$ cat config.mk
export PLATFORM = sky130hd
export DESIGN_NAME = sss_core
export DESIGN_NICKNAME = d
export VERILOG_FILES = /design/src/hw/sss_pkg.sv /design/src/hw/sss_core.sv
export VERILOG_INCLUDE_DIRS = /design/src /design/src/hw
export SDC_FILE = /design/constraint.sdc
export NUM_CORES = 1
export LEC_CHECK = 0
export BUFFER_PORTS_ARGS = -buffer_cell sky130_fd_sc_hd__buf_2
export CORE_ASPECT_RATIO = 1.75
export CORE_UTILIZATION = 60
export DETAILED_ROUTE_END_ITERATION = 8
export PLACE_DENSITY = 0.78
export SYNTH_ARGS = -nofsm -noshare
export SYNTH_HDL_FRONTEND = slang
export SYNTH_SLANG_ARGS = --single-unit
$ cat constraint.sdc
create_clock -name mclk -period 84.9 [get_ports mclk]
set_input_delay 12.735 -clock mclk [delete_from_list [all_inputs] [get_ports mclk]]
set_output_delay 12.735 -clock mclk [all_outputs]
set_load 0.02 [all_outputs]
$ cat src/hw/sss_map.svh
// Register offsets, field positions, reset values and encodings for the silence suppression state block
`ifndef SSS_MAP_SVH
`define SSS_MAP_SVH
// APB word offsets
`define SSS_OFF_CTRL 12'h000
`define SSS_OFF_PERIOD 12'h004
`define SSS_OFF_STATUS 12'h008
`define SSS_OFF_LATCHED 12'h00c
`define SSS_OFF_SUM 12'h010
`define SSS_OFF_COUNTS 12'h014
`define SSS_OFF_CLEAR 12'h018
`define SSS_OFF_TUNE0 12'h01c
`define SSS_OFF_TUNE1 12'h020
`define SSS_OFF_TUNE2 12'h024
// Tuning words: TUNE0 [3:0] rise, [7:4] fall, [15:8] hangover, [23:16] level ratio
// TUNE1 [15:0] upper decay, [31:16] lower decay; TUNE2 [7:0] upper start, [15:8] lower start
`define SSS_TUNE0_MASK 32'h00ff_ffff
`define SSS_TUNE1_MASK 32'hffff_ffff
`define SSS_TUNE2_MASK 32'h0000_ffff
// CTRL fields
`define SSS_CTRL_TYPE_LSB 0
`define SSS_CTRL_TYPE_MSB 2
`define SSS_CTRL_ADJ_BIT 3
`define SSS_CTRL_THR_LSB 8
`define SSS_CTRL_THR_MSB 15
// PERIOD fields
`define SSS_PER_FIRST_LSB 0
`define SSS_PER_FIRST_MSB 7
`define SSS_PER_SUB_LSB 8
`define SSS_PER_SUB_MSB 15
// STATUS fields
`define SSS_ST_LAST_SUPP_BIT 0
`define SSS_ST_TALK_BIT 1
`define SSS_ST_NEW_CN_BIT 2
// COUNTS fields
`define SSS_CNT_ENERGY_LSB 0
`define SSS_CNT_ENERGY_MSB 7
`define SSS_CNT_UNDER_LSB 16
`define SSS_CNT_UNDER_MSB 31
// CLEAR register bits
`define SSS_CLR_SUM_BIT 0
`define SSS_CLR_CNT_BIT 1
// Reset values
`define SSS_RST_CTRL 32'h0000_0100
`define SSS_RST_PERIOD 32'h0000_0808
// Threshold encodings
`define SSS_THR_ANY 8'h01
`define SSS_THR_NEVER 8'h80
// Misc constants
`define SSS_ONE8 8'h01
`define SSS_ONE16 16'h0001
`define SSS_ZERO8 8'h00
`define SSS_ZERO16 16'h0000
`define SSS_ZERO24 24'h00_0000
`define SSS_ZERO32 32'h0000_0000
`endif

$ cat src/hw/sss_pkg.sv
// Types for the silence suppression state block
package sss_pkg;
  typedef enum logic [2:0] {
    SSS_CN_NONE = 3'h0,
    SSS_CN_WHITE = 3'h1,
    SSS_CN_PREPROG = 3'h2,
    SSS_CN_VOICE_MARK_START = 3'h3,
    SSS_CN_VOICE_MARK_ALL = 3'h4
  } sss_cn_type_t;
  typedef enum {SSS_TALK, SSS_FIRST, SSS_REFRESH} sss_phase_t;
endpackage : sss_pkg

$ cat src/hw/sss_core.sv
// Per-channel silence suppression and comfort noise state with an APB register file
//
// The APB register port and the address map were decided locally.
`include "sss_map.svh"

module sss_core
  import sss_pkg::*;
(
  // Clock, reset, enable
  input wire logic mclk,
  input wire logic rst_n,
  input wire logic clk_en,
  // APB slave
  input wire logic psel,
  input wire logic penable,
  input wire logic pwrite,
  input wire logic [11:0] paddr,
  input wire logic [31:0] pwdata,
  output logic [31:0] prdata,
  output logic pready,
  output logic pslverr,
  // Frame decision from the voice activity detector
  input wire logic frame_valid,
  input wire logic frame_silent,
  input wire logic [7:0] frame_energy_db,
  // Underrun strobes per timeslot stream
  input wire logic [2:0] timeslot_stream_underrun,
  // Packet decisions
  output logic cn_send,
  output logic [7:0] cn_level,
  output logic voice_send,
  output logic voice_marker,
  output logic last_packet_suppressed_flag,
  output logic current_talk_flag
);

  // ----------------------------------------
  // Registers
  // ----------------------------------------
  logic [31:0] ctrl_ff;
  logic [31:0] period_ff;
  logic [7:0] latched_ff;
  logic [23:0] sum_ff;
  logic [7:0] ecnt_ff;
  logic [15:0] under_ff;
  logic new_cn_ff;
  sss_phase_t phase_ff;
  logic [31:0] tune0_ff;
  logic [31:0] tune1_ff;
  logic [31:0] tune2_ff;

  logic [2:0] cn_type;
  logic adj_sel;
  logic [7:0] thr;
  logic [7:0] first_per;
  logic [7:0] sub_per;
  logic [7:0] term;
  logic terminal;
  logic [7:0] avg_lvl;
  logic [7:0] diff;
  logic do_send;
  logic suppress;
  logic wr_en;
  logic rd_en;
  logic clr_sum_sw;
  logic clr_cnt_sw;
  logic [23:0] nxt_sum;
  logic partner_under;

  assign cn_type = ctrl_ff[`SSS_CTRL_TYPE_MSB:`SSS_CTRL_TYPE_LSB];
  assign adj_sel = ctrl_ff[`SSS_CTRL_ADJ_BIT];
  assign thr = ctrl_ff[`SSS_CTRL_THR_MSB:`SSS_CTRL_THR_LSB];
  assign first_per = period_ff[`SSS_PER_FIRST_MSB:`SSS_PER_FIRST_LSB];
  assign sub_per = period_ff[`SSS_PER_SUB_MSB:`SSS_PER_SUB_LSB];
  assign wr_en = clk_en && psel && penable && pwrite;
  assign rd_en = clk_en && psel && !penable && !pwrite;
  assign clr_sum_sw = wr_en && (paddr == `SSS_OFF_CLEAR) && pwdata[`SSS_CLR_SUM_BIT];
  assign clr_cnt_sw = wr_en && (paddr == `SSS_OFF_CLEAR) && pwdata[`SSS_CLR_CNT_BIT];

  // ----------------------------------------
  // Frame classification
  // ----------------------------------------
  // Types NONE, WHITE and PREPROG withhold silent frames; voice modes send everything
  assign suppress = frame_silent && ((cn_type == SSS_CN_NONE) || (cn_type == SSS_CN_WHITE) ||
                                     (cn_type == SSS_CN_PREPROG));
  assign term = (phase_ff == SSS_REFRESH) ? sub_per : first_per;
  assign terminal = frame_valid && frame_silent && ((ecnt_ff + `SSS_ONE8) >= term);
  assign nxt_sum = sum_ff + {16'h0000, frame_energy_db};

  // Average over the period; a zero period is treated as one frame
  always_comb begin
    if (term == `SSS_ZERO8) begin
      avg_lvl = frame_energy_db;
    end else begin
      avg_lvl = 8'(nxt_sum / {16'h0000, term});
    end
  end

  assign diff = (avg_lvl >= latched_ff) ? (avg_lvl - latched_ff) : (latched_ff - avg_lvl);

  // Only WHITE and PREPROG send: onset always, refresh needs the threshold, 128 and up block it, 01h or less passes any change
  always_comb begin
    if (cn_type != SSS_CN_WHITE && cn_type != SSS_CN_PREPROG) begin
      do_send = 1'b0;
    end else if (phase_ff != SSS_REFRESH) begin
      do_send = 1'b1;
    end else if (thr >= `SSS_THR_NEVER) begin
      do_send = 1'b0;
    end else if (thr <= `SSS_THR_ANY) begin
      do_send = (diff != `SSS_ZERO8);
    end else begin
      do_send = (diff >= thr);
    end
  end

  // ----------------------------------------
  // Phase tracking
  // ----------------------------------------
  always_ff @(posedge mclk) begin
    if (!rst_n) begin
      phase_ff <= SSS_TALK;
    end else if (clk_en && frame_valid) begin
      if (!frame_silent) begin
        phase_ff <= SSS_TALK;
      end else if (terminal) begin
        phase_ff <= SSS_REFRESH;
      end else if (phase_ff == SSS_TALK) begin
        phase_ff <= SSS_FIRST;
      end
    end
  end

  // ----------------------------------------
  // Energy counter and sum
  // ----------------------------------------
  always_ff @(posedge mclk) begin
    if (!rst_n) begin
      ecnt_ff <= `SSS_ZERO8;
    end else if (clk_en) begin
      if (frame_valid && !frame_silent) begin
        ecnt_ff <= `SSS_ZERO8;
      end else if (frame_valid && terminal) begin
        ecnt_ff <= `SSS_ZERO8;
      end else if (frame_valid) begin
        ecnt_ff <= ecnt_ff + `SSS_ONE8;
      end else if (clr_cnt_sw) begin
        ecnt_ff <= `SSS_ZERO8;
      end
    end
  end

  always_ff @(posedge mclk) begin
    if (!rst_n) begin
      sum_ff <= `SSS_ZERO24;
    end else if (clk_en) begin
      if (frame_valid && (!frame_silent || terminal)) begin
        sum_ff <= `SSS_ZERO24;
      end else if (frame_valid) begin
        sum_ff <= nxt_sum;
      end else if (clr_sum_sw) begin
        sum_ff <= `SSS_ZERO24;
      end
    end
  end

  // ----------------------------------------
  // Comfort noise level and packet outputs
  // ----------------------------------------
  always_ff @(posedge mclk) begin
    if (!rst_n) begin
      latched_ff <= `SSS_ZERO8;
      cn_level <= `SSS_ZERO8;
      cn_send <= 1'b0;
      new_cn_ff <= 1'b0;
    end else if (clk_en) begin
      cn_send <= 1'b0;
      if (terminal && do_send) begin
        latched_ff <= avg_lvl;
        cn_level <= avg_lvl;
        cn_send <= 1'b1;
        new_cn_ff <= 1'b1;
      end else if (rd_en && paddr == `SSS_OFF_STATUS) begin
        new_cn_ff <= 1'b0;
      end
    end
  end

  always_ff @(posedge mclk) begin
    if (!rst_n) begin
      voice_send <= 1'b0;
      voice_marker <= 1'b0;
      last_packet_suppressed_flag <= 1'b0;
      current_talk_flag <= 1'b1;
    end else if (clk_en) begin
      voice_send <= frame_valid && !suppress;
      voice_marker <= frame_valid && !frame_silent && !current_talk_flag &&
                      (cn_type == SSS_CN_VOICE_MARK_START || cn_type == SSS_CN_VOICE_MARK_ALL) ||
                      frame_valid && frame_silent && (cn_type == SSS_CN_VOICE_MARK_ALL);
      if (frame_valid) begin
        last_packet_suppressed_flag <= suppress;
        current_talk_flag <= !frame_silent;
      end
    end
  end

  // ----------------------------------------
  // Underrun counter on the partner stream
  // ----------------------------------------
  // Stream 0 is the suppressed one; its partner is 1 or 2
  assign partner_under = adj_sel ? timeslot_stream_underrun[2] : timeslot_stream_underrun[1];

  always_ff @(posedge mclk) begin
    if (!rst_n) begin
      under_ff <= `SSS_ZERO16;
    end else if (clk_en && partner_under) begin
      under_ff <= under_ff + `SSS_ONE16;
    end
  end

  // ----------------------------------------
  // Context tuning words
  // ----------------------------------------
  // Held for the estimator software only; reserved bits read as zero
  always_ff @(posedge mclk) begin
    if (!rst_n) begin
      tune0_ff <= `SSS_ZERO32;
      tune1_ff <= `SSS_ZERO32;
      tune2_ff <= `SSS_ZERO32;
    end else if (wr_en) begin
      if (paddr == `SSS_OFF_TUNE0) begin
        tune0_ff <= pwdata & `SSS_TUNE0_MASK;
      end
      if (paddr == `SSS_OFF_TUNE1) begin
        tune1_ff <= pwdata & `SSS_TUNE1_MASK;
      end
      if (paddr == `SSS_OFF_TUNE2) begin
        tune2_ff <= pwdata & `SSS_TUNE2_MASK;
      end
    end
  end

  // ----------------------------------------
  // APB register file
  // ----------------------------------------
  always_ff @(posedge mclk) begin
    if (!rst_n) begin
      ctrl_ff <= `SSS_RST_CTRL;
      period_ff <= `SSS_RST_PERIOD;
    end else if (wr_en) begin
      if (paddr == `SSS_OFF_CTRL) begin
        ctrl_ff <= pwdata;
      end
      if (paddr == `SSS_OFF_PERIOD) begin
        period_ff <= pwdata;
      end
    end
  end

  // Reads answer in the access cycle, zero wait states
  always_ff @(posedge mclk) begin
    if (!rst_n) begin
      prdata <= `SSS_ZERO32;
      pready <= 1'b0;
      pslverr <= 1'b0;
    end else if (clk_en) begin
      pready <= psel && !penable;
      pslverr <= psel && !penable && (paddr > `SSS_OFF_TUNE2 || paddr[1:0] != 2'b00);
      if (rd_en) begin
        unique case (paddr)
          `SSS_OFF_CTRL: prdata <= {16'h0000, thr, 4'h0, adj_sel, cn_type};
          `SSS_OFF_PERIOD: prdata <= {16'h0000, sub_per, first_per};
          `SSS_OFF_STATUS: prdata <= {29'h0000_0000, new_cn_ff, current_talk_flag,
                                      last_packet_suppressed_flag};
          `SSS_OFF_LATCHED: prdata <= {24'h00_0000, latched_ff};
          `SSS_OFF_SUM: prdata <= {8'h00, sum_ff};
          `SSS_OFF_COUNTS: prdata <= {under_ff, 8'h00, ecnt_ff};
          `SSS_OFF_TUNE0: prdata <= tune0_ff;
          `SSS_OFF_TUNE1: prdata <= tune1_ff;
          `SSS_OFF_TUNE2: prdata <= tune2_ff;
          default: prdata <= `SSS_ZERO32;
        endcase
      end
    end
  end

endmodule : sss_core

# Word-level counts from Yosys, hierarchy flattened
# Cells that the tools add are included.
dict set report word_totals {
  ff_bits 232
  inputBits 63
  out_inout_bits 47
  elab_cells 128
}
dict set report op_classes {
  addsub 5
  div 1
  magnitude_cmp 6
  eq_ne 18
  muxes 22
  n_reduce_logical 57
}
# operator count
set op_table {}
lappend op_table {{one-hot mux 32 bit (9 select lines)} 1}
lappend op_table {{two-way mux 32 bit} 3}
lappend op_table {{two-way mux 24 bit} 3}
lappend op_table {{two-way mux 8 bit} 7}
lappend op_table {{equality test 12 x 5 -> 1 bit (second input constant)} 4}
lappend op_table {{equality test 32 x 3 -> 1 bit (second input constant)} 1}
lappend op_table {{logical NOT 32 bit} 1}
lappend op_table {{!= test 32 x 3 -> 1 bit (second input constant)} 1}
lappend op_table {{logical AND 1 bit} 25}
lappend op_table {{adder 24 x 8 -> 24 bit} 1}
lappend op_table {{divider 24 x 8 -> 24 bit} 1}
lappend op_table {{equality test 12 x 4 -> 1 bit (second input constant)} 2}
lappend op_table {{equality test 12 x 6 -> 1 bit (second input constant)} 2}
lappend op_table {{greater-or-equal comparator 8 bit} 3}
lappend op_table {{AND reduction 2 bit} 12}
lappend op_table {{adder 16 x 1 -> 16 bit (second input constant)} 1}
lappend op_table {{subtractor 8 bit} 2}
lappend op_table {{equality test 12 x 3 -> 1 bit (second input constant)} 1}
lappend op_table {{> comparator 12 x 6 -> 1 bit (second input constant)} 1}
lappend op_table {{logical NOT 12 bit} 1}
lappend op_table {{adder 8 x 1 -> 8 bit (second input constant)} 1}
lappend op_table {{greater-or-equal comparator 8 bit (second input constant)} 1}
lappend op_table {{less-or-equal comparator 8 x 1 -> 1 bit (second input constant)} 1}
lappend op_table {{logical NOT 8 bit} 1}
lappend op_table {{13 further kinds} 32}

# Logic depth before layout (Yosys ltp)
dict set report depth {
  ltp_word 14
  ltp_mapped 326
  mapped_depth_nobuf 312
}

# Least setup slack after synthesis
# No wires, ideal clock.
dict set report synth_path {
  kind {input -> register}
  startpoint {in frame_energy_db[7]}
  endpoint {reg latched_ff[0]}
  setup_ns 0.120
  t_arrival_ns 72.528
  t_required_ns 84.780
  setup_slack_ns 12.252
  cell_stages 309
  path_buffers 15
  cell_sequence {ha_1 > nand2_1 > o32a_1 > a2111oi_2 > xor2_1 > ha_1 > and3_1 > nor2_1 > a31oi_1 > ha_1 > o21a_1 > o221ai_1 > nor4_4 > or3b_1 > nand2_1 > ha_1 > a21o_1 > a31oi_1 > (+273 left out) > clkbuf_1 > mux2i_1 > a21oi_1 > o21ai_0 > a21oi_1 > o21ai_0 > nand2_1 > nand2_1 > a21oi_1 > xnor2_1 > ha_1 > o21ai_0 > a31oi_1 > o41ai_1 > a21oi_1 > clkbuf_1 > o22ai_1 > or2_1}
}
dict set report synth_between {
  elab_chain_cells 12
  elab_cells_between_ends 15
  classes_between {3 x add/sub; 1 x div; 2 x order compare; 6 x mux; 3 x reduce/logical}
}
# item line_no
set synth_rtl {}
lappend synth_rtl {{from (decl)} sss_core.sv:25} ;# input wire logic [7:0] frame_energy_db,
lappend synth_rtl {{adder 24 x 8 -> 24 bit} sss_core.sv:88} ;# assign nxt_sum = sum_ff + {16'h0000, frame_energy_db};
lappend synth_rtl {{divider 24 x 8 -> 24 bit} sss_core.sv:95} ;# avg_lvl = 8'(nxt_sum / {16'h0000, term});
lappend synth_rtl {{two-way mux 8 bit (*)} sss_core.sv:92} ;# if (term == `SSS_ZERO8) begin
lappend synth_rtl {{subtractor 8 bit / greater-or-equal comparator 8 bit (equally long branches)} sss_core.sv:99} ;# assign diff = (avg_lvl >= latched_ff) ? (avg_lvl - latched_ff) : (latched_ff - avg_lvl);
lappend synth_rtl {{two-way mux 8 bit} sss_core.sv:99}
lappend synth_rtl {{greater-or-equal comparator 8 bit / nonzero test 8 bit (equally long branches)} n/a}
lappend synth_rtl {{two-way mux 1 bit} sss_core.sv:109} ;# end else if (thr <= `SSS_THR_ANY) begin
lappend synth_rtl {{two-way mux 1 bit} sss_core.sv:107} ;# end else if (thr >= `SSS_THR_NEVER) begin
lappend synth_rtl {{two-way mux 1 bit} sss_core.sv:105} ;# end else if (phase_ff != SSS_REFRESH) begin
lappend synth_rtl {{two-way mux 1 bit} sss_core.sv:103} ;# if (cn_type != SSS_CN_WHITE && cn_type != SSS_CN_PREPROG) begin
lappend synth_rtl {{logical AND 1 bit} sss_core.sv:177} ;# if (terminal && do_send) begin
lappend synth_rtl {{AND reduction 2 bit (no line)} n/a}
lappend synth_rtl {{to (signal assigned)} sss_core.sv:171} ;# latched_ff <= `SSS_ZERO8;
lappend synth_rtl {{to (signal assigned)} sss_core.sv:178} ;# latched_ff <= avg_lvl;
lappend synth_rtl {{to (decl)} sss_core.sv:42} ;# logic [7:0] latched_ff;
# Mark *: on every way between the ends. The rest lies on a longest branch, timed or not.
# A chain may end at the register's enable or synchronous reset.

# Final worst setup path
# Same ends and word-level chain as after synthesis.

==> results.py <==
metrics = {
    "outcome": {
        "status": "complete, no violations",
    },
    "critical_path": {
        "worstSetupPathType": "input pin to flip-flop",
        "crit_path_max_incr_delay_ns": 0.74,
        "rr_startpoint": "sum_ff[7]",
        "crit_start": "frame_energy_db[7]",
        "critPathCaptureType": "flip-flop",
        "cp-start-kind": "input pin",
        "arrival_ns": 80.00,
        "crit_buf_inv": 8,
        "worst-path-max-fanout": 18,
        "crit_path_frequent_cell": "o21a_1",
        "cp_slowest_cell": "or4_1",
        "worstPathRequired_ns": 85.31,
        "cpLargestDelayFamily": "compound AO/OA/AOI/OAI gates",
    },
    "synth": {
        "synthArstFlopShare_pct": 0,
        "synth_edf_count": 0,
        "synthDistinctLibCells": 118,
        "netlist_area_um2": 21300,
        "syn_inst": 2806,
        "synth_most_common_cell": "nand2_1",
        "synth_fp_nets": 3078,
        "yosysSeqAreaShare_pct": 18.6,
        "synth_common_cells": "413 x nand2_1, 206 x ha_1, 198 x dfxtp_1",
        "yosysTopAreaCell": "dfxtp_1",
        "avgSynthCellArea_um2": 7.60,
        "synth_ff_type": "dfxtp_1",
        "yosys_warnings": 0,
        "ys_ff_latch": 198,
        "synth_top_cell_area_share_pct": 18.6,
        "ys_top_cells_by_area": "dfxtp_1 19%, ha_1 12%, nand2_1 7.3%",
    },
    "final_layout": {
        "seq_area_um2": 3960,
        "drive_gt1_share_pct": 11.4,
        "fin_nets": 3130,
        "nFillCells": 3173,
        "area_growth_pct": 7.76,
        "diodes": 0,
        "multi_input_area_um2": 16700,
    },
    "timing": {
        "finalCritPeriodShare_pct": 93.7,
        "max_slew_margin_pct": 11.1,
        "slew_violations": 0,
        "timing.fmax_mhz": 12.6,
        "period_needed_ns": 79.59,
        "worst_pin_slew_ns": 1.33,
        "hold_viol": 0,
        "rsz0062_at_grt": "no",
        "setup_viol_count_final": 0,
        "fin_worst_skew_ns": 0.0101,
        "finalSetupTns_ns": 0,
    },
    "floorplanning": {
        "io_pins": 110,
        "dieArea_um2": 36300,
        "core_area_um2": 35100,
        "rows": 91,
        "start_util_pct": 60.8,
        "die_y_um": 251,
        "die_w_um": 144,
    },
    "placement": {
        "port_buffers": 108,
        "dp_hpwl_um": 49900,
        "place_congestion": 0.932,
    },
    "clock_tree": {
        "cts_made_buffers": 17,
        "postCtsHoldBufs": 0,
        "clockBufferDepth": 2,
        "root_buffer": "clkbuf_16",
        "tritoncts": "built",
        "path_clk_slew_ns": 0.07,
        "clkSinkCount": 198,
        "htreeDepth": 4,
        "clk_latency_ns": 0.46,
    },
    "routing": {
        "drt_pass1_iterations": 7,
        "wl_per_cell_um": 19.5,
        "antenna_left": 0,
        "vias": 22200,
        "first_iter_violations": 1448,
        "viasPerCell": 6.66,
        "drcViolationCount": 0,
        "wl_um": 65100,
    },
    "global_routing": {
        "grt.total_usage_pct": 36.0,
        "antenna_found_initial": 1,
        "grt_pass1_vias": 22100,
        "grt_pass1_wl_um": 105000,
        "gr-total-overflow": 0,
        "grt_max_degree": 140,
    },
    "flow_run": {
        "maxCapViolCount": 0,
    },
    "hold_path": {
        "hp-class": "flip-flop to flip-flop",
        "hp-start": "tune2_ff[12]",
    },
}
## area by class of cell
type                       count  area share, %
inverter                      73           1.19
clock inverter                10          0.621
multi-input combinational   2429           72.9
sequential                   198           17.3
timing repair buffer         139           3.38
tap                          465           2.53
clock buffer                  22           2.11
## layout by cell type, fill, tap and decap left out, types with 19 or more instances in the layout
cell type    n
nand2b_1    32
buf_2      107
ha_1       206
nor3_1     116
dfxtp_1    198
or3_1       19
and3_1      21
mux2_2      57
xnor2_1     78
a21oi_1    156
a211oi_1    23
mux2i_1     29
a21o_1      50
o31ai_1     51
nand3_1     63
nor2_1     178
a21boi_0   109
nor2b_1     61
buf_4       32
a222oi_1    20
nand2_1    413
xor2_1      47
inv_1       72
a22oi_1     39
o21ai_0    104
nand4_1     32
and2_1      60
a31oi_1     34
o21a_1     101
## what timing repair did
action | CTS | global route
setup buffers | 0 | 5
resized for setup | 0 | 16
setup endpoints to repair | 0 | 10
## logic make-up (layout without fill, tap and decap cells)
family	Yosys count	count (layout)	share of synthesized area, %
simple gates	1111	1111	25.6
compound gates	882	882	29.6
fa+ha+maj	211	211	12.5
flops	198	198	18.6
buf+inv	179	244	3.38
xor+xnor	126	126	5.21
mux	99	99	5.11
## final timing paths
kind                    to  slack [ns]  cells after the start
max          latched_ff[0]        5.31                    298
min           tune2_ff[12]        0.46                      2
max reg2reg  latched_ff[0]       17.38                    297
min reg2reg   tune2_ff[12]        0.46                      2
## state kept, by name, indices dropped and copies added (netlist names), 2 cells and up
register,cells
phase_ff,2
prdata,32
ecnt_ff,8
sum_ff,24
tune2_ff,16
tune1_ff,32
ctrl_ff,12
tune0_ff,24
latched_ff,8
under_ff,16
period_ff,16
## metrics by stage
stage	setup slack, ns	utilization [%]	std cells	hold slack (ns)	cell area (um^2)
finish	5.31	65.5	3336	0.465	23000
global route	0.134	65.5	3336	0.479	23000
CTS	3.27	65.2	3331	0.468	22900
detailed placement	3.10	63.4	3299	0.457	22200
global placement	4.59	63.4	3299	0.450	22200
floorplan	12.25	-	2806	0.440	21300
## metal layers
| layer | share of wire [%] | vias to the layer above | GRT usage (%) |
|---|---|---|---|
| li1 | - | 10500 | - |
| met3 | 5.3 | 298 | 4.84 |
| met1 | 35 | 10600 | 35.4 |
| met2 | 52 | 845 | 67.0 |
| met4 | 7.0 | 0 | 26.2 |
| met5 | 0 | - | 0 |
## worst min-delay path, cell delays in order (launching register included)
cell      delay [ns]
dfxtp_1         0.31
nand2_1         0.05
a21boi_0        0.06
Power is left out: the tool's default activity adds up to more than one toggle a clock period on the data nets, which glitch-free logic cannot reach.
